===== config.mk =====
export PLATFORM = sky130hd
export DESIGN_NAME = trxi_unit
export DESIGN_NICKNAME = d
export VERILOG_FILES = /design/src/hw/trxi_pkg.sv /design/src/hw/trxi_decode.sv /design/src/hw/trxi_unit.sv
export VERILOG_INCLUDE_DIRS = /design/src /design/src/hw
export SDC_FILE = /design/constraint.sdc
export NUM_CORES = 1
export LEC_CHECK = 0
export BUFFER_PORTS_ARGS = -buffer_cell sky130_fd_sc_hd__buf_2
export CAP_MARGIN = 25
export CORE_ASPECT_RATIO = 1.75
export CORE_MARGIN = 3
export CORE_UTILIZATION = 51
export CTS_BUF_LIST = sky130_fd_sc_hd__clkbuf_8
export DETAILED_ROUTE_END_ITERATION = 6
export HOLD_SLACK_MARGIN = 0.1
export PLACE_DENSITY_LB_ADDON = 0.2
export SLEW_MARGIN = 10
export SYNTH_ARGS = -nofsm -noshare
export SYNTH_HDL_FRONTEND = slang
export SYNTH_SLANG_ARGS = --single-unit
export TNS_END_PERCENT = 1

===== constraint.sdc =====
create_clock -name CLK_IN -period 3.9 [get_ports CLK_IN]
set_clock_uncertainty 0.05 [all_clocks]
set_input_delay 0.195 -clock CLK_IN [delete_from_list [all_inputs] [get_ports CLK_IN]]
set_output_delay 0.195 -clock CLK_IN [all_outputs]
set_load 0.005 [all_outputs]

===== src/hw/trxi_defs.svh =====
// opcode encodings, field positions and widths for the table-read/test/xor unit
// assumes inclusion by bare name from the package and design files
`ifndef TRXI_DEFS_SVH
`define TRXI_DEFS_SVH
`define TRXI_OPC_W 14
`define TRXI_DATA_W 8
`define TRXI_FADDR_W 7
`define TRXI_PC_W 11
`define TRXI_OP_TRD_HIGH 14'h0058
`define TRXI_OP_TRD_LOW 14'h0050
`define TRXI_ZT_MASK 14'h3F80
`define TRXI_ZT_CODE 14'h0880
`define TRXI_XL_MASK 14'h3F00
`define TRXI_XL_CODE 14'h1F00
`define TRXI_XF_MASK 14'h3F00
`define TRXI_XF_CODE 14'h0600
`define TRXI_DEST_BIT 7
`define TRXI_ROM_HI_W 6
`define TRXI_TBL_CYCLES 2'h2
`endif


===== src/hw/trxi_pkg.sv =====
// types shared by the table-read/test/xor unit
// assumes trxi_defs.svh is on the include path
`include "trxi_defs.svh"
package trxi_pkg;
    typedef enum logic [2:0] {
        TRXI_OP_NONE,
        TRXI_OP_HIGH,
        TRXI_OP_LOW,
        TRXI_OP_ZT,
        TRXI_OP_XL,
        TRXI_OP_XF
    } trxi_op_t;
    typedef enum {
        TRXI_IDLE,
        TRXI_FETCH
    } trxi_state_t;
    typedef struct packed {
        logic we;
        logic [`TRXI_FADDR_W-1:0] addr;
        logic [`TRXI_DATA_W-1:0] data;
    } trxi_fwr_t;
    typedef struct packed {
        logic we;
        logic [`TRXI_DATA_W-1:0] data;
    } trxi_acc_t;
endpackage


===== src/hw/trxi_decode.sv =====
// opcode classifier for the five instructions of this unit
// assumes a registered 14-bit opcode presented with a valid strobe
`timescale 1ns/1ps
`default_nettype none
`include "trxi_defs.svh"
module trxi_decode
    import trxi_pkg::*;
(
    input wire logic [`TRXI_OPC_W-1:0] opcode_in,
    output trxi_op_t op_out
);
    always_comb begin
        if (opcode_in == `TRXI_OP_TRD_HIGH) begin
            op_out = TRXI_OP_HIGH;
        end else if (opcode_in == `TRXI_OP_TRD_LOW) begin
            op_out = TRXI_OP_LOW;
        end else if ((opcode_in & `TRXI_ZT_MASK) == `TRXI_ZT_CODE) begin
            op_out = TRXI_OP_ZT;
        end else if ((opcode_in & `TRXI_XL_MASK) == `TRXI_XL_CODE) begin
            op_out = TRXI_OP_XL;
        end else if ((opcode_in & `TRXI_XF_MASK) == `TRXI_XF_CODE) begin
            op_out = TRXI_OP_XF;
        end else begin
            op_out = TRXI_OP_NONE;
        end
    end
endmodule
`default_nettype wire


===== src/hw/trxi_unit.sv =====
// execution unit for table reads, zero test and the two xor instructions
// assumes file read data follows the address field of INSTR_IN in the same cycle,
// and the rom answers in the same cycle that ROM_RD_OUT and ROM_ADDR_OUT are driven
`timescale 1ns/1ps
`default_nettype none
`include "trxi_defs.svh"
// Notes on behaviour
// - high table read loads upper six bits, zero-filled, flags kept
// - low table read loads lower byte, flags kept
// - pointer is upper register over indirect register
// - zero test sets zero flag on zero
// - literal xor into acc, zero flag only
// - file xor with acc, zero flag only
// - destination bit picks acc or file
// - 7-bit file address, one destination bit
module trxi_unit
    import trxi_pkg::*;
#(
    parameter int PC_W = `TRXI_PC_W
) (
    input wire logic CLK_IN,
    input wire logic RST_N_IN,
    input wire logic INSTR_VALID_IN,
    input wire logic [`TRXI_OPC_W-1:0] INSTR_IN,
    input wire logic [`TRXI_DATA_W-1:0] ACC_IN,
    input wire logic [`TRXI_DATA_W-1:0] FILE_RDATA_IN,
    input wire logic [PC_W-9:0] PTR_UPPER_IN,
    input wire logic [`TRXI_DATA_W-1:0] INDIRECT_IN,
    input wire logic [`TRXI_OPC_W-1:0] ROM_DATA_IN,
    output logic [PC_W-1:0] ROM_ADDR_OUT,
    output logic ROM_RD_OUT,
    output logic BUSY_OUT,
    output logic DONE_OUT,
    output trxi_acc_t ACC_WR_OUT,
    output trxi_fwr_t FILE_WR_OUT,
    output logic ZERO_WE_OUT,
    output logic ZERO_OUT
);
    trxi_op_t op;
    trxi_state_t state, next_state;
    logic high_sel, next_high_sel;
    logic [PC_W-1:0] next_rom_addr;
    logic next_rom_rd, next_busy, next_done, next_zero_we, next_zero;
    trxi_acc_t next_acc_wr;
    trxi_fwr_t next_file_wr;
    logic [`TRXI_DATA_W-1:0] xor_res;
    logic [`TRXI_FADDR_W-1:0] faddr;
    logic dest;

    trxi_decode u_decode (
        .opcode_in(INSTR_IN),
        .op_out(op)
    );

    assign faddr = INSTR_IN[`TRXI_FADDR_W-1:0];
    assign dest = INSTR_IN[`TRXI_DEST_BIT];

    always_comb begin
        next_state = state;
        next_high_sel = high_sel;
        next_rom_addr = ROM_ADDR_OUT;
        next_rom_rd = 1'b0;
        next_busy = 1'b0;
        next_done = 1'b0;
        next_zero_we = 1'b0;
        next_zero = ZERO_OUT;
        next_acc_wr = '0;
        next_file_wr = '0;
        xor_res = '0;
        case (state)
            TRXI_IDLE: begin
                // new instructions are ignored while a table read is in flight
                if (INSTR_VALID_IN) begin
                    case (op)
                        TRXI_OP_HIGH, TRXI_OP_LOW: begin
                            next_rom_addr = {PTR_UPPER_IN, INDIRECT_IN};
                            next_rom_rd = 1'b1;
                            next_busy = 1'b1;
                            next_high_sel = (op == TRXI_OP_HIGH);
                            next_state = TRXI_FETCH;
                        end
                        TRXI_OP_ZT: begin
                            next_zero_we = 1'b1;
                            next_zero = (FILE_RDATA_IN == 8'h00);
                            next_done = 1'b1;
                        end
                        TRXI_OP_XL: begin
                            xor_res = ACC_IN ^ INSTR_IN[`TRXI_DATA_W-1:0];
                            next_acc_wr = '{we: 1'b1, data: xor_res};
                            next_zero_we = 1'b1;
                            next_zero = (xor_res == 8'h00);
                            next_done = 1'b1;
                        end
                        TRXI_OP_XF: begin
                            xor_res = ACC_IN ^ FILE_RDATA_IN;
                            if (dest) begin
                                next_file_wr = '{we: 1'b1, addr: faddr, data: xor_res};
                            end else begin
                                next_acc_wr = '{we: 1'b1, data: xor_res};
                            end
                            next_zero_we = 1'b1;
                            next_zero = (xor_res == 8'h00);
                            next_done = 1'b1;
                        end
                        default: begin
                        end
                    endcase
                end
            end
            TRXI_FETCH: begin
                // second cycle: rom word arrives, flags untouched
                if (high_sel) begin
                    next_acc_wr = '{we: 1'b1,
                        data: {2'b00, ROM_DATA_IN[`TRXI_OPC_W-1:`TRXI_DATA_W]}};
                end else begin
                    next_acc_wr = '{we: 1'b1, data: ROM_DATA_IN[`TRXI_DATA_W-1:0]};
                end
                next_done = 1'b1;
                next_state = TRXI_IDLE;
            end
            default: begin
                next_state = TRXI_IDLE;
            end
        endcase
    end

    always_ff @(posedge CLK_IN or negedge RST_N_IN) begin
        if (!RST_N_IN) begin
            state <= TRXI_IDLE;
            high_sel <= 1'b0;
            ROM_ADDR_OUT <= '0;
            ROM_RD_OUT <= 1'b0;
            BUSY_OUT <= 1'b0;
            DONE_OUT <= 1'b0;
            ZERO_WE_OUT <= 1'b0;
            ZERO_OUT <= 1'b0;
            ACC_WR_OUT <= '0;
            FILE_WR_OUT <= '0;
        end else begin
            state <= next_state;
            high_sel <= next_high_sel;
            ROM_ADDR_OUT <= next_rom_addr;
            ROM_RD_OUT <= next_rom_rd;
            BUSY_OUT <= next_busy;
            DONE_OUT <= next_done;
            ZERO_WE_OUT <= next_zero_we;
            ZERO_OUT <= next_zero;
            ACC_WR_OUT <= next_acc_wr;
            FILE_WR_OUT <= next_file_wr;
        end
    end

    table_read_two_a: assert property (@(posedge CLK_IN) disable iff (!RST_N_IN)
        ROM_RD_OUT |=> DONE_OUT && ACC_WR_OUT.we && !ZERO_WE_OUT)
        else $error("table read did not finish in two cycles");
    table_start_a: assert property (@(posedge CLK_IN) disable iff (!RST_N_IN)
        (INSTR_VALID_IN && state == TRXI_IDLE && (op == TRXI_OP_HIGH || op == TRXI_OP_LOW))
            |=> ROM_RD_OUT && !DONE_OUT && !ACC_WR_OUT.we && !ZERO_WE_OUT)
        else $error("table read start wrong");
    busy_with_fetch_a: assert property (@(posedge CLK_IN) disable iff (!RST_N_IN)
        BUSY_OUT == ROM_RD_OUT)
        else $error("busy does not match the fetch cycle");
    rom_rd_pulse_a: assert property (@(posedge CLK_IN) disable iff (!RST_N_IN)
        ROM_RD_OUT |=> !ROM_RD_OUT)
        else $error("rom read longer than one cycle");
    // a stray strobe in the fetch cycle is dropped, not queued; the core must not issue one
    fetch_refuses_a: assert property (@(posedge CLK_IN) disable iff (!RST_N_IN)
        (ROM_RD_OUT && INSTR_VALID_IN) |=> !ZERO_WE_OUT && !FILE_WR_OUT.we && !ROM_RD_OUT)
        else $error("instruction taken during table fetch");
    high_zero_fill_a: assert property (@(posedge CLK_IN) disable iff (!RST_N_IN)
        (ROM_RD_OUT && high_sel) |=> ACC_WR_OUT.data ==
            {2'b00, $past(ROM_DATA_IN[13:8])})
        else $error("high table read data wrong");
    low_read_data_a: assert property (@(posedge CLK_IN) disable iff (!RST_N_IN)
        (ROM_RD_OUT && !high_sel) |=> ACC_WR_OUT.data == $past(ROM_DATA_IN[7:0]))
        else $error("low table read data wrong");
    table_flags_kept_a: assert property (@(posedge CLK_IN) disable iff (!RST_N_IN)
        ROM_RD_OUT |-> !ZERO_WE_OUT ##1 !ZERO_WE_OUT)
        else $error("table read touched the zero flag");
    // zero value only moves with its write pulse, so table reads cannot disturb it
    zero_hold_a: assert property (@(posedge CLK_IN) disable iff (!RST_N_IN)
        !ZERO_WE_OUT |-> ZERO_OUT == $past(ZERO_OUT))
        else $error("zero value moved without a write");
    pointer_form_a: assert property (@(posedge CLK_IN) disable iff (!RST_N_IN)
        ROM_RD_OUT |-> ROM_ADDR_OUT == {$past(PTR_UPPER_IN), $past(INDIRECT_IN)})
        else $error("table pointer wrong");
    single_done_a: assert property (@(posedge CLK_IN) disable iff (!RST_N_IN)
        (INSTR_VALID_IN && state == TRXI_IDLE
            && (op == TRXI_OP_ZT || op == TRXI_OP_XL || op == TRXI_OP_XF))
            |=> DONE_OUT && !ROM_RD_OUT && !BUSY_OUT)
        else $error("single cycle instruction not done in one cycle");
    zero_test_a: assert property (@(posedge CLK_IN) disable iff (!RST_N_IN)
        (INSTR_VALID_IN && state == TRXI_IDLE && op == TRXI_OP_ZT) |=>
            ZERO_WE_OUT && ZERO_OUT == ($past(FILE_RDATA_IN) == 8'h00)
            && !ACC_WR_OUT.we && !FILE_WR_OUT.we)
        else $error("zero test wrong");
    xor_literal_a: assert property (@(posedge CLK_IN) disable iff (!RST_N_IN)
        (INSTR_VALID_IN && state == TRXI_IDLE && op == TRXI_OP_XL) |=>
            ACC_WR_OUT.we && ACC_WR_OUT.data == ($past(ACC_IN) ^ $past(INSTR_IN[7:0]))
            && ZERO_OUT == (ACC_WR_OUT.data == 8'h00))
        else $error("literal xor wrong");
    xor_file_data_a: assert property (@(posedge CLK_IN) disable iff (!RST_N_IN)
        (INSTR_VALID_IN && state == TRXI_IDLE && op == TRXI_OP_XF) |=>
            ZERO_WE_OUT && (FILE_WR_OUT.we ? FILE_WR_OUT.data : ACC_WR_OUT.data)
            == ($past(ACC_IN) ^ $past(FILE_RDATA_IN)))
        else $error("file xor data wrong");
    xor_file_dest_a: assert property (@(posedge CLK_IN) disable iff (!RST_N_IN)
        (INSTR_VALID_IN && state == TRXI_IDLE && op == TRXI_OP_XF) |=>
            (FILE_WR_OUT.we == $past(INSTR_IN[7])) && (ACC_WR_OUT.we != FILE_WR_OUT.we)
            && DONE_OUT)
        else $error("file xor destination wrong");
    write_exclusive_a: assert property (@(posedge CLK_IN) disable iff (!RST_N_IN)
        !(ACC_WR_OUT.we && FILE_WR_OUT.we))
        else $error("acc and file written together");
    file_addr_a: assert property (@(posedge CLK_IN) disable iff (!RST_N_IN)
        (INSTR_VALID_IN && state == TRXI_IDLE && op == TRXI_OP_XF && dest) |=>
            FILE_WR_OUT.addr == $past(INSTR_IN[6:0]))
        else $error("file write address wrong");
endmodule
`default_nettype wire


# Yosys cells after proc, flatten, opt, wreduce, memory -nomap -nowiden
# Index checks and enable logic that the tools add are counted.
# totals
register_bits	73
latch_bits	0
mem_bits_rw	0
mem_bits_ro	0
input_bits	58
output_inout_bits	41
memories	0
# classes
addsub	0
n_mul	0
div_mod_pow	0
magnitude_cmp	0
eq_ne	13
n_shift	0
mux	25
bitwise_logic	2
reduce_logical	10
# ops
operator	count
2-to-1 mux 32 bit	3
2-to-1 mux 16 bit	4
one-hot mux 9 bit (2 select lines)	2
== test 32 x 1 -> 1 bit, second input constant	1
zero test 32 bit	1
== test 14 x 7 -> 1 bit, second input constant	2
zero test 8 bit	3
2-to-1 mux 9 bit	2
bitwise XOR 8 bit	2
2-to-1 mux 3 bit	5
2-to-1 mux 8 bit	1
== test 7 x 5 -> 1 bit, second input constant	1
== test 3 x 2 -> 1 bit, second input constant	2
== test 3 bit, second input constant	2
== test 6 x 3 -> 1 bit, second input constant	1
== test 6 x 5 -> 1 bit, second input constant	1
2-to-1 mux 1 bit	6
AND reduction 3 bit	2
== test 3 x 1 -> 1 bit, second input constant	1
one-hot mux 1 bit (3 select lines)	1
nonzero test 3 bit	1
OR reduction 3 bit	1
!= test 2 x 1 -> 1 bit, second input constant	1
!= test 2 bit, second input constant	1
3 further kinds	3

# Longest topological paths before layout
# Gate-level depths: netlist (run 1).
# logic_depth
word_depth	11
mapped_depth	6
depth_no_buf	5

# Modules after synthesis
# Synthesis (run 1) repeated with hierarchy kept, for this count alone.
# unflattened
cells_unflattened	179
hier_area_um2	2087.0
# modules_own_cells
mod	instances	cells_per_inst	area_each_um2
trxi_unit	1	162	1975.6
trxi_decode	1	17	111.4

# Least setup slack after synthesis (run 1)
# No wires, ideal clock.
# synth_timing
kind	input to register
start	input port INSTR_IN[12]
end	register ROM_ADDR_OUT[10]
setup_ns	0.125
arrival_time_ns	1.547
required_time_ns	3.725
path_slack_ns	2.178
stages	5
n_path_buf	2
path_cell_list	or3_1 > buf_6 > nor4_4 > buf_8 > mux2_4
# synth_between
elab_chain_cells	9
word_cells_on_any_way	14
cone_classes	7 x eq/ne; 5 x mux; 2 x reduce/logical
# synth_lines
item	line_no	text
from (decl)	trxi_unit.sv:24	input wire logic [`TRXI_OPC_W-1:0] INSTR_IN,
== test 6 x 3 -> 1 bit (no source line)	-	
2-to-1 mux 3 bit	trxi_decode.sv:21	end else if ((opcode_in & `TRXI_XF_MASK) == `TRXI_XF_CODE) begin
2-to-1 mux 3 bit	trxi_decode.sv:19	end else if ((opcode_in & `TRXI_XL_MASK) == `TRXI_XL_CODE) begin
2-to-1 mux 3 bit	trxi_decode.sv:17	end else if ((opcode_in & `TRXI_ZT_MASK) == `TRXI_ZT_CODE) begin
2-to-1 mux 3 bit	trxi_decode.sv:15	end else if (opcode_in == `TRXI_OP_TRD_LOW) begin
2-to-1 mux 3 bit (*)	trxi_decode.sv:13	if (opcode_in == `TRXI_OP_TRD_HIGH) begin
== test 3 x 1 -> 1 bit or == test 3 x 2 -> 1 bit (tied branches)	trxi_unit.sv:74	case (op)
OR reduction 2 bit (*)	trxi_unit.sv:74	
AND reduction 3 bit (no source line) (*)	-	
to (signal assigned)	trxi_unit.sv:142	ROM_ADDR_OUT <= next_rom_addr;
to (decl)	trxi_unit.sv:30	output logic [PC_W-1:0] ROM_ADDR_OUT,
# Every way passes the cells marked *; elsewhere a longest branch is shown, timed or not.
# A chain may end at the register's enable or synchronous reset.

# Final worst setup path (run 1)
# layout_timing
start	input port INSTR_VALID_IN
end	register ROM_ADDR_OUT[0]
# layout_between
elab_chain_cells	1
# layout_lines
item	line_no	text
from (decl)	trxi_unit.sv:23	input wire logic INSTR_VALID_IN,
AND reduction 3 bit (no source line)	-	
# Every way passes these cells.

==> impl_metrics.csv, run 1 <==
group,metric,value,unit
run_status,status,"completed",
timing,period_minus_slack,2200,ps
global_route,grt_util_all_layers,22.8,%
power,p_total,0.000951,W
global_route,grt_pass1_vias,1695,
clock_network,clkLatencyLatePin,290,ps
final_layout,diodes,0,
floorplan,start_util,54.0,%
worst_setup_path,arrival,2330,ps
final_layout,areaGrowthSynthToFinish,39.3,%
floorplan,fp.dieH,88.4,um
synthesis,synth.avg_cell_area,12.2,sq um
synthesis,synthDistinctLibCells,34,
final_layout,fillCellCount,280,
detailed_routing,drc_errors,0,
place,port_buffers,98,
global_route,gr-total-overflow,0,
clock_network,cts_tree,"yes",
clock_network,cts_buffers,5,
place,post-place-ws,1440,ps
timing,hold_viol,0,
worst_setup_path,worst-setup-path-type,"primary input to flip-flop",
worst_hold_path,hold_path_startpoint,"INSTR_IN[4]",
synthesis,postSynthNetCount,220,
job,cap_violations,0,
synthesis,synthArstFlopShare,100,%
timing,drv_slew,0,
global_route,antenna_found_initial,0,
power,p_leak,1.48,nW
synthesis,synth-edff-count,0,
final_layout,nNetsFinal,332,
place,place_inst,298,
detailed_routing,drtAntennaViolNets,0,
timing,clock.fmax,455,MHz
timing,worst_slew_pin_slew,857,ps
detailed_routing,avgRoutedWirePerCell,15.8,um
final_layout,drive_gt1_share,47.3,%
synthesis,synth_warnings,0,
detailed_routing,vias,1687,
worst_setup_path,cp-startpoint,"INSTR_VALID_IN",
final_layout,fin_cells,321,
worst_hold_path,worstHoldPathType,"primary input to flip-flop",
clock_network,clk_pin_slew,80,ps
place,place_congestion,0.854,
clock_network,clockBufferDepth,2,
power,p_per_area,345,nW/um^2
synthesis,synth-seq-cells,42,
timing,fin_ws,1700,ps
power,vdd_drop_max,0.292,mV
timing,setup-tns-final,0,ps
synthesis,syn-cell-area,1980,sq um
clock_network,cts.sinks,42,
timing,timing.final.crit_share,56.4,%
worst_setup_path,end_kind,"flip-flop",
global_route,grt_pass1_wl,7700,um
timing,relSlewSlack,42.9,%
global_route,grt_max_degree,43,
clock_network,h-tree-depth,2,
worst_setup_path,crit_path_max_fanout,7,
synthesis,synth_ff_type,"dfrtp_1",
floorplan,pin_count,99,
detailed_routing,drt_first_pass_iters,4,
final_layout,final_common_cell,"buf_2",
detailed_routing,viasPerCell,5.26,
clock_network,cts_root_buffer,"clkbuf_8",
detailed_routing,first_iter_violations,41,
timing,rsz0062_at_grt,"false",
worst_setup_path,r2r_start,"state[0]",
place,dp_hpwl,3870,um
floorplan,design.die.area,4690,sq um
synthesis,yosysSeqAreaShare,53.1,%
detailed_routing,wl,5070,um
timing,setup_viol,0,
final_layout,layout_common_cells,"98 x buf_2, 42 x dfrtp_1, 16 x xnor2_1",
worst_setup_path,crit_required,4030,ps
floorplan,core-area,3660,sq um
floorplan,rows,29,
synthesis,synthCells,162,
floorplan,die_width,53.1,um
worst_setup_path,startpoint_type,"primary input",
[synth_stat cells, types with 2 or more instances]
| library cell | n | area, sq um |
|---|---|---|
| a22o_1 | 7 | 61.3 |
| o22ai_1 | 6 | 37.5 |
| a21oi_1 | 2 | 10.0 |
| clkbuf_1 | 4 | 15.0 |
| o21ai_0 | 3 | 15.0 |
| or2_2 | 2 | 12.5 |
| nand4_1 | 4 | 25.0 |
| a21o_1 | 3 | 22.5 |
| mux2_4 | 10 | 150 |
| nor2b_1 | 2 | 12.5 |
| xnor2_1 | 16 | 140 |
| nor2_1 | 12 | 45.0 |
| nor4_1 | 5 | 31.3 |
| inv_1 | 2 | 7.51 |
| dfrtp_1 | 42 | 1050 |
| or3_1 | 3 | 18.8 |
| nand2_1 | 6 | 22.5 |
| nand3_1 | 3 | 15.0 |
| buf_6 | 2 | 22.5 |
| and2_1 | 7 | 43.8 |
| mux2_2 | 8 | 90.1 |
[per-stage QoR]
step / cell area, sq um / hold WS [ps] / utilization (%)
final: 2760 / 110 / 75.2
after global placement: 2470 / 305 / 67.3
after CTS: 2740 / 107 / 74.9
after global routing: 2760 / 106 / 75.2
after detailed placement: 2470 / 307 / 67.3
after floorplan: 1980 / -151 / -
[layout make-up]
| class | instances | area (sq um) | share of cell area, % |
|---|---|---|---|
| tap | 46 | 57.6 | 2.09 |
| clock inverter | 3 | 68.8 | 2.50 |
| timing repair buffer | 113 | 642 | 23.3 |
| inverter | 2 | 7.51 | 0.272 |
| multi-input combinational | 110 | 860 | 31.2 |
| clock buffer | 5 | 68.8 | 2.50 |
| sequential | 42 | 1050 | 38.1 |
[final timing paths]
kind | cells after the start | slack (ps) | to
max in group asynchronous | 2 | 2770 | ROM_ADDR_OUT[9]
worst min register to register | 1 | 470 | ROM_ADDR_OUT[3]
worst min-delay path | 2 | 110 | FILE_WR_OUT[12]
min in group asynchronous | 2 | 500 | FILE_WR_OUT[1]
worst max-delay path | 7 | 1700 | ROM_ADDR_OUT[0]
worst max register to register | 5 | 1750 | ROM_ADDR_OUT[0]
[power by group]
group / internal, W / switching [W] / leakage (nW)
sequential: 0.000439 / 0.00000190 / 0.585
clock: 0.000256 / 0.000145 / 0.0683
combinational: 0.0000543 / 0.0000539 / 0.830
total: 0.000750 / 0.000201 / 1.48
[cell families (layout without fill, tap and decap cells)]
logic type | after synthesis | in the layout | synth area share, %
compound gates | 26 | 26 | 9.74
mux | 18 | 18 | 12.1
flops | 42 | 42 | 53.1
buf+inv | 10 | 123 | 3.42
xor+xnor | 16 | 16 | 7.08
simple gates | 50 | 50 | 14.5
[critical path, cell delays in order]
cell           delay (ps)
dlygate4sd3_1         520
buf_2                 130
nor2b_1               230
nand2_1               170
nor4_4                500
buf_6                 240
mux2_2                340
[what timing repair did]
item | 4_1_cts | 5_1_grt
hold endpoints to repair | 55 | 0
gates resized for setup | 0 | 0
buffers inserted | 0 | 0
hold buffers | 14 | 0
[routing by layer]
| metal | track usage (%) | vias up | part of all wire, % |
|---|---|---|---|
| met2 | 40.7 | 87 | 54 |
| li1 | - | 799 | - |
| met5 | 0 | - | 0 |
| met3 | 4.05 | 14 | 7.3 |
| met4 | 8.60 | 0 | 2.9 |
| met1 | 26.4 | 787 | 36 |
[registers in the layout, indices dropped and copies added (netlist names)]
register,flops
ZERO_OUT,1
FILE_WR_OUT,16
DONE_OUT,1
ACC_WR_OUT,9
ZERO_WE_OUT,1
state,1
ROM_ADDR_OUT,11
BUSY_OUT,1
high_sel,1
(Power assumes the default switching activity.)
==> run 2, diff against run 1 <==
--- a/config.mk
+++ b/config.mk
@@ -6,11 +6,12 @@
 export SDC_FILE = /design/constraint.sdc
 export NUM_CORES = 1
 export LEC_CHECK = 0
+export ABC_AREA = 1
 export BUFFER_PORTS_ARGS = -buffer_cell sky130_fd_sc_hd__buf_2
 export CAP_MARGIN = 25
 export CORE_ASPECT_RATIO = 1.75
 export CORE_MARGIN = 3
-export CORE_UTILIZATION = 51
+export CORE_UTILIZATION = 43
 export CTS_BUF_LIST = sky130_fd_sc_hd__clkbuf_8
 export DETAILED_ROUTE_END_ITERATION = 6
 export HOLD_SLACK_MARGIN = 0.1
==> constraint.sdc (replaced) <==
create_clock -name CLK_IN -period 2 [get_ports CLK_IN]
set_clock_uncertainty 0.05 [all_clocks]
set_input_delay 0.1 -clock CLK_IN [delete_from_list [all_inputs] [get_ports CLK_IN]]
set_output_delay 0.1 -clock CLK_IN [all_outputs]
set_load 0.005 [all_outputs]
==> run 2 against run 1 <==
Net effect:
- die area grew 24%
- final cell count grew 46%
- via count grew 33%
- global-route usage shrank 1.4 points
- clock power grew 58%
- area after synthesis grew 6.9%
- critical path type unchanged
- largest cell class unchanged
- highest routed layer unchanged
==> impl_metrics.csv, run 2 <==
group,metric,value,unit
timing,drv_slew,0,
detailed_routing,avgRoutedWirePerCell,12.9,um
synthesis,muxShareOfSynthArea,0,%
place,place_inst,419,
clock_network,clk_pin_slew,70,ps
worst_setup_path,worst-setup-path-type,"primary input to flip-flop",
floorplan,core-area,4710,sq um
global_route,grt_pass1_vias,2235,
worst_hold_path,worstHoldPathType,"primary input to flip-flop",
synthesis,synth_compound_gate_area_share,7.10,%
worst_setup_path,startpoint_type,"primary input",
worst_setup_path,arrival,1850,ps
global_route,grt_max_degree,43,
final_layout,areaGrowthSynthToFinish,48.8,%
timing,rsz0062_at_grt,"false",
synthesis,synth_top_area_cell,"dfrtp_1",
synthesis,synth-xor-area-share,1.24,%
floorplan,rows,33,
synthesis,synth_top_family_by_area,"simple AND/OR/NAND/NOR gates",
power,p_leak,1.88,nW
worst_setup_path,crit_required,2130,ps
timing,timing.final.crit_share,86.1,%
timing,period_minus_slack,1720,ps
global_route,grt_pass1_wl,9580,um
synthesis,synth_top_area_share,49.7,%
final_layout,nNetsFinal,473,
synthesis,syn-cell-area,2110,sq um
final_layout,largest-register,"FILE_WR_OUT",
run_status,status,"completed",
synthesis,synthCells,275,
synthesis,synthTopCellsByArea,"dfrtp_1 50%, nand2_1 15%, nor2_1 8.5%, inv_1 5.0%, nand3_1 4.5%",
timing,setup-tns-final,0,ps
clock_network,h-tree-depth,2,
clock_network,clockBufferDepth,2,
detailed_routing,drt_first_pass_iters,4,
final_layout,fin_cells,468,
synthesis,synthDistinctLibCells,26,
final_layout,fillCellCount,421,
detailed_routing,drtAntennaViolNets,0,
power,p_per_area,564,nW/um^2
timing,hold_viol,0,
synthesis,synth_common_cells,"82 x nand2_1, 48 x nor2_1, 42 x dfrtp_1",
worst_setup_path,cpMostUsedCell,"nand2_1",
power,vdd_drop_max,0.562,mV
timing,hold_ws,108,ps
worst_setup_path,crit_path_top_delay_cell,"dlygate4sd3_1",
worst_setup_path,crit_path_cell_trace,"dlygate4sd3_1 > buf_2 > nand2_1 > dlygate4sd3_1 > nand2_1 > nand2_1 > nor2_1 > nand3_1 > nand3_1 > nand2_1 > nand2_1",
timing,clock.fmax,581,MHz
synthesis,synth-seq-cells,42,
floorplan,fp.dieH,98.8,um
global_route,gr-total-overflow,0,
final_layout,final_common_cell,"buf_2",
clock_network,cts_tree,"yes",
final_layout,largest_registers,"FILE_WR_OUT: 16 flops, ROM_ADDR_OUT: 11 flops, ACC_WR_OUT: 9 flops",
detailed_routing,viasPerCell,4.80,
global_route,antenna_found_initial,0,
place,dp_hpwl,4570,um
global_route,grt_util_all_layers,21.4,%
synthesis,yosysSeqAreaShare,49.7,%
synthesis,synthSimpleGateAreaFrac,34.0,%
place,port_buffers,98,
job,cap_violations,0,
timing,relSlewSlack,75.4,%
floorplan,start_util,44.9,%
synthesis,synth_warnings,0,
worst_setup_path,worst_path_largest_cell_delay,550,ps
final_layout,diodes,0,
place,place_congestion,0.863,
detailed_routing,wl,6060,um
clock_network,cts.sinks,42,
synthesis,postSynthNetCount,333,
final_layout,largest_reg_flops,16,
detailed_routing,drc_errors,0,
timing,worst_slew_pin_slew,368,ps
worst_setup_path,end_kind,"flip-flop",
detailed_routing,vias,2247,
floorplan,pin_count,99,
floorplan,design.die.area,5830,sq um
final_layout,drive_gt1_share,28.6,%
clock_network,clkLatencyLatePin,290,ps
floorplan,die_width,59.0,um
synthesis,synthArstFlopShare,100,%
synthesis,synth_ff_type,"dfrtp_1",
synthesis,synth_most_common_cell,"nand2_1",
detailed_routing,first_iter_violations,84,
synthesis,synth_fa_ha_area_share,0,%
clock_network,cts_root_buffer,"clkbuf_8",
worst_setup_path,crit_path_max_fanout,2,
synthesis,synth.avg_cell_area,7.69,sq um
final_layout,layout_common_cells,"98 x buf_2, 82 x nand2_1, 48 x nor2_1",
synthesis,synth-edff-count,0,
timing,setup_viol,0,
clock_network,postCtsSetupBuffers,0,
clock_network,cts_buffers,5,
power,p_total,0.00177,W
## run 2: cell types whose count changed in the layout (fill, tap and decap cells not counted), moves of 8 or more
cell	before	now
dlygate4sd3_1	14	40
o21ai_0	3	18
nand2_1	6	82
mux2_4	10	0
nor2_1	12	48
xnor2_1	16	1
inv_1	2	30
nand3_1	3	19
mux2_2	8	0
## run 2: final timing paths
path	start	end	slack (ps)	cells after the start
max	FILE_RDATA_IN[6]	ZERO_OUT	280	11
min reg2reg	ROM_ADDR_OUT[4]	ROM_ADDR_OUT[4]	420	2
max reg2reg	state[0]	FILE_WR_OUT[9]	530	7
min	ROM_DATA_IN[0]	ACC_WR_OUT[0]	110	3
max in group asynchronous	RST_N_IN	ZERO_WE_OUT	1280	3
min in group asynchronous	RST_N_IN	FILE_WR_OUT[7]	160	2
## run 2: area by class of cell
| type | instances | area, sq um | area share (%) |
|---|---|---|---|
| clock inverters | 3 | 37.5 | 1.19 |
| clock buffers | 5 | 68.8 | 2.19 |
| repair buffers | 139 | 911 | 28.9 |
| inverters | 31 | 118 | 3.74 |
| flip-flops and latches | 42 | 1050 | 33.4 |
| well taps | 52 | 65.1 | 2.07 |
| multi-input cells | 196 | 896 | 28.5 |
## run 2: logic make-up after synthesis
| family | after synthesis |
|---|---|
| AO/OA/AOI/OAI | 28 |
| AND/OR/NAND/NOR | 165 |
| XOR/XNOR | 3 |
| buffers and inverters | 37 |
| flip-flops | 42 |
## run 2: critical path, delay by kind of cell
kind                   cells  cell delay, ps
buffers and inverters      3            1190
and+or+nand+nor            8             550
## run 2: what timing repair did
action                    in CTS  in global routing
hold buffers                  40                  0
resized for setup              0                  0
hold endpoints to repair      78                  0
## run 2: per-layer routing
| metal | up-vias | share of wire [%] | track usage (%) |
|---|---|---|---|
| li1 | 1140 | - | - |
| met1 | 1005 | 37 | 22.4 |
| met2 | 89 | 53 | 39.3 |
| met3 | 13 | 7.1 | 3.54 |
| met4 | 0 | 2.8 | 10.5 |
| met5 | - | 0 | 0 |
## run 2: per-stage QoR
step,setup slack [ps],util (%),cell area [sq um]
after floorplan,783,-,2110
after global placement,541,55.7,2620
after detailed placement,520,55.7,2620
after CTS,266,66.4,3130
after global routing,145,66.9,3150
final,278,66.9,3150
## run 2: power by group
| part | internal, W | total, W | switching, W | leakage, nW |
|---|---|---|---|---|
| clock network | 0.000363 | 0.000636 | 0.000272 | 0.0607 |
| logic | 0.000132 | 0.000273 | 0.000140 | 1.23 |
| registers | 0.000855 | 0.000865 | 0.00000989 | 0.585 |
==> run 3, diff against run 2 <==
--- a/config.mk
+++ b/config.mk
@@ -6,16 +6,16 @@
 export SDC_FILE = /design/constraint.sdc
 export NUM_CORES = 1
 export LEC_CHECK = 0
-export ABC_AREA = 1
+export ABC_AREA = 0
 export BUFFER_PORTS_ARGS = -buffer_cell sky130_fd_sc_hd__buf_2
 export CAP_MARGIN = 25
 export CORE_ASPECT_RATIO = 1.75
-export CORE_MARGIN = 3
-export CORE_UTILIZATION = 43
+export CORE_UTILIZATION = 42
 export CTS_BUF_LIST = sky130_fd_sc_hd__clkbuf_8
 export DETAILED_ROUTE_END_ITERATION = 6
 export HOLD_SLACK_MARGIN = 0.1
 export PLACE_DENSITY_LB_ADDON = 0.2
+export SKIP_LAST_GASP = 1
 export SLEW_MARGIN = 10
 export SYNTH_ARGS = -nofsm -noshare
 export SYNTH_HDL_FRONTEND = slang
==> run 3 against run 2 <==
Net effect:
- clock-buffer cell count did not move
- first-iteration DRC count fell by 46%
- die area fell by 14%
- worst hold slack got worse by 2.2 ps
- register-to-register slack got worse by 330 ps
- sequential share of layout area rose by 2.7 points
- critical path depth fell by 3
- core utilization fell by 1.4 points
==> impl_metrics.csv, run 3 (same netlist as run 1, synthesis figures left out) <==
group,metric,value,unit
worst_hold_path,hold_path_startpoint,"INSTR_IN[13]",
final_layout,diodes,0,
final_layout,fillCellCount,372,
worst_setup_path,arrival,2110,ps
power,p_total,0.00174,W
final_layout,final_common_cell,"buf_2",
worst_setup_path,crit_buf_inv,4,
final_layout,fin_cells,342,
detailed_routing,drtAntennaViolNets,0,
timing,relSlewSlack,68.9,%
detailed_routing,wl,5390,um
timing,period_minus_slack,1990,ps
power,vdd_drop_max,0.470,mV
place,post-place-ws,216,ps
detailed_routing,viasPerCell,5.14,
clock_network,cts_buffers,5,
worst_setup_path,r2r_end,"ROM_ADDR_OUT[6]",
clock_network,cts_root_buffer,"clkbuf_8",
worst_setup_path,worst_path_largest_cell_delay,550,ps
global_route,grt_max_degree,23,
final_layout,areaGrowthSynthToFinish,47.1,%
detailed_routing,drt_first_pass_iters,4,
worst_hold_path,min_to,"state[0]",
final_layout,largest-register,"FILE_WR_OUT",
worst_setup_path,worst-setup-path-type,"primary input to flip-flop",
floorplan,pin_count,99,
timing,hold_ws,105,ps
worst_setup_path,crit_path_top_delay_cell,"dlygate4sd3_1",
worst_setup_path,path_delay_family,"buffers and inverters",
global_route,grt_pass1_wl,7890,um
final_layout,regArea,1050,sq um
floorplan,die_width,53.9,um
clock_network,clockBufferDepth,2,
timing,setup_viol,0,
worst_setup_path,r2r_start,"state[0]",
worst_setup_path,cp-startpoint,"INSTR_IN[5]",
clock_network,clk_pin_slew,80,ps
worst_setup_path,crit_required,2130,ps
global_route,gr-total-overflow,0,
worst_setup_path,rrSetupSlack,200,ps
place,port_buffers,98,
timing,drv_slew,0,
floorplan,rows,32,
detailed_routing,first_iter_violations,45,
clock_network,cts.sinks,42,
detailed_routing,avgRoutedWirePerCell,15.8,um
place,place_inst,308,
final_layout,postLayoutCellArea,2910,sq um
floorplan,design.die.area,5000,sq um
detailed_routing,vias,1758,
power,p_per_area,596,nW/um^2
clock_network,cts_tree,"yes",
worst_setup_path,crit_path_max_fanout,6,
global_route,antenna_found_initial,0,
global_route,grt_pass1_vias,1765,
floorplan,start_util,44.5,%
detailed_routing,wl_met1,1800,um
timing,timing.final.crit_share,99.3,%
worst_setup_path,end_kind,"flip-flop",
job,cap_violations,0,
timing,clock.fmax,504,MHz
worst_setup_path,crit_path_cell_trace,"dlygate4sd3_1 > buf_2 > nor4b_2 > nand2_1 > nor4_4 > buf_4 > clkbuf_16 > mux2_4",
final_layout,largest_reg_flops,16,
worst_setup_path,worstRegToRegCells,6,
place,dp_hpwl,4010,um
worst_hold_path,worstHoldPathType,"primary input to flip-flop",
detailed_routing,wl_met2,3160,um
global_route,grt_util_all_layers,22.4,%
timing,worst_slew_pin_slew,467,ps
floorplan,core-area,4440,sq um
place,place_congestion,0.873,
worst_setup_path,startpoint_type,"primary input",
timing,hold_viol,0,
clock_network,clkLatencyLatePin,290,ps
final_layout,largest_registers,"FILE_WR_OUT: 16 flops, ROM_ADDR_OUT: 11 flops, ACC_WR_OUT: 9 flops",
final_layout,layout_common_cells,"98 x buf_2, 42 x dfrtp_1, 23 x dlygate4sd3_1",
detailed_routing,route.met3.wl,296,um
detailed_routing,drc_errors,0,
run_status,status,"completed",
place,post_dp_cell_area,2520,sq um
worst_hold_path,hold_depth,3,
timing,fin_ws,14.6,ps
final_layout,nNetsFinal,348,
final_layout,multiInputGateArea,868,sq um
detailed_routing,topRoutingLayerUsed,"met4",
clock_network,h-tree-depth,2,
power,p_leak,1.55,nW
final_layout,drive_gt1_share,47.8,%
floorplan,fp.dieH,92.8,um
## run 3: changes by cell type in the layout (fill, tap and decap cells not counted), moves of 10 or more
cell | previous run | this run
nand2_1 | 82 | 6
nor2_1 | 48 | 12
inv_1 | 30 | 2
dlygate4sd3_1 | 40 | 23
nand3_1 | 19 | 3
o21ai_0 | 18 | 3
xnor2_1 | 1 | 16
mux2_4 | 0 | 10
## run 3: timing repair
item                                    CTS  global route
hold buffers                             23             0
hold endpoints to repair                 45             0
buffers inserted                          0             2
resized for setup                         0             2
endpoints found under the setup margin    0             2
## run 3: tightest hold or removal path: cells and delay by family
kind                   cells  cell delay (ps)
AND/OR/NAND/NOR            2              220
buffers and inverters      1               80
## run 3: how the worst max path moves through the flow
| stage | to | cells past startpoint |
|---|---|---|
| final | ROM_ADDR_OUT[6] | 8 |
| after global routing | ROM_ADDR_OUT[8] | 8 |
| after CTS | ROM_ADDR_OUT[0] | 7 |
| after detailed placement | ROM_ADDR_OUT[0] | 5 |
| after global placement | ROM_ADDR_OUT[0] | 5 |
| after floorplan | ROM_ADDR_OUT[10] | 5 |
## run 3: per-layer routing
metal	GRT usage, %	up-vias
met3	3.94	11
met1	21.9	837
met5	0	-
li1	-	834
met2	41.9	76
met4	10.1	0
## run 3: power by group
group / internal, W / total (W) / switching, W
clock network: 0.000367 / 0.000642 / 0.000275
logic: 0.000121 / 0.000233 / 0.000112
registers: 0.000856 / 0.000861 / 0.00000433
total: 0.00134 / 0.00174 / 0.000391
## run 3: per-stage QoR
stage	TNS, ps	util, %
2_1_floorplan	0	-
3_3_place_gp	0	56.8
3_5_place_dp	0	56.8
4_1_cts	0	64.4
5_1_grt	-230	65.5
6_report	0	65.5
## run 3: final cells by class
| class | instances | share of cell area, % |
|---|---|---|
| clock inverters | 3 | 1.38 |
| inverters | 2 | 0.258 |
| clock buffers | 5 | 2.36 |
| well taps | 51 | 2.19 |
| repair buffers | 129 | 27.9 |
| multi-input cells | 110 | 29.8 |
| flip-flops and latches | 42 | 36.1 |
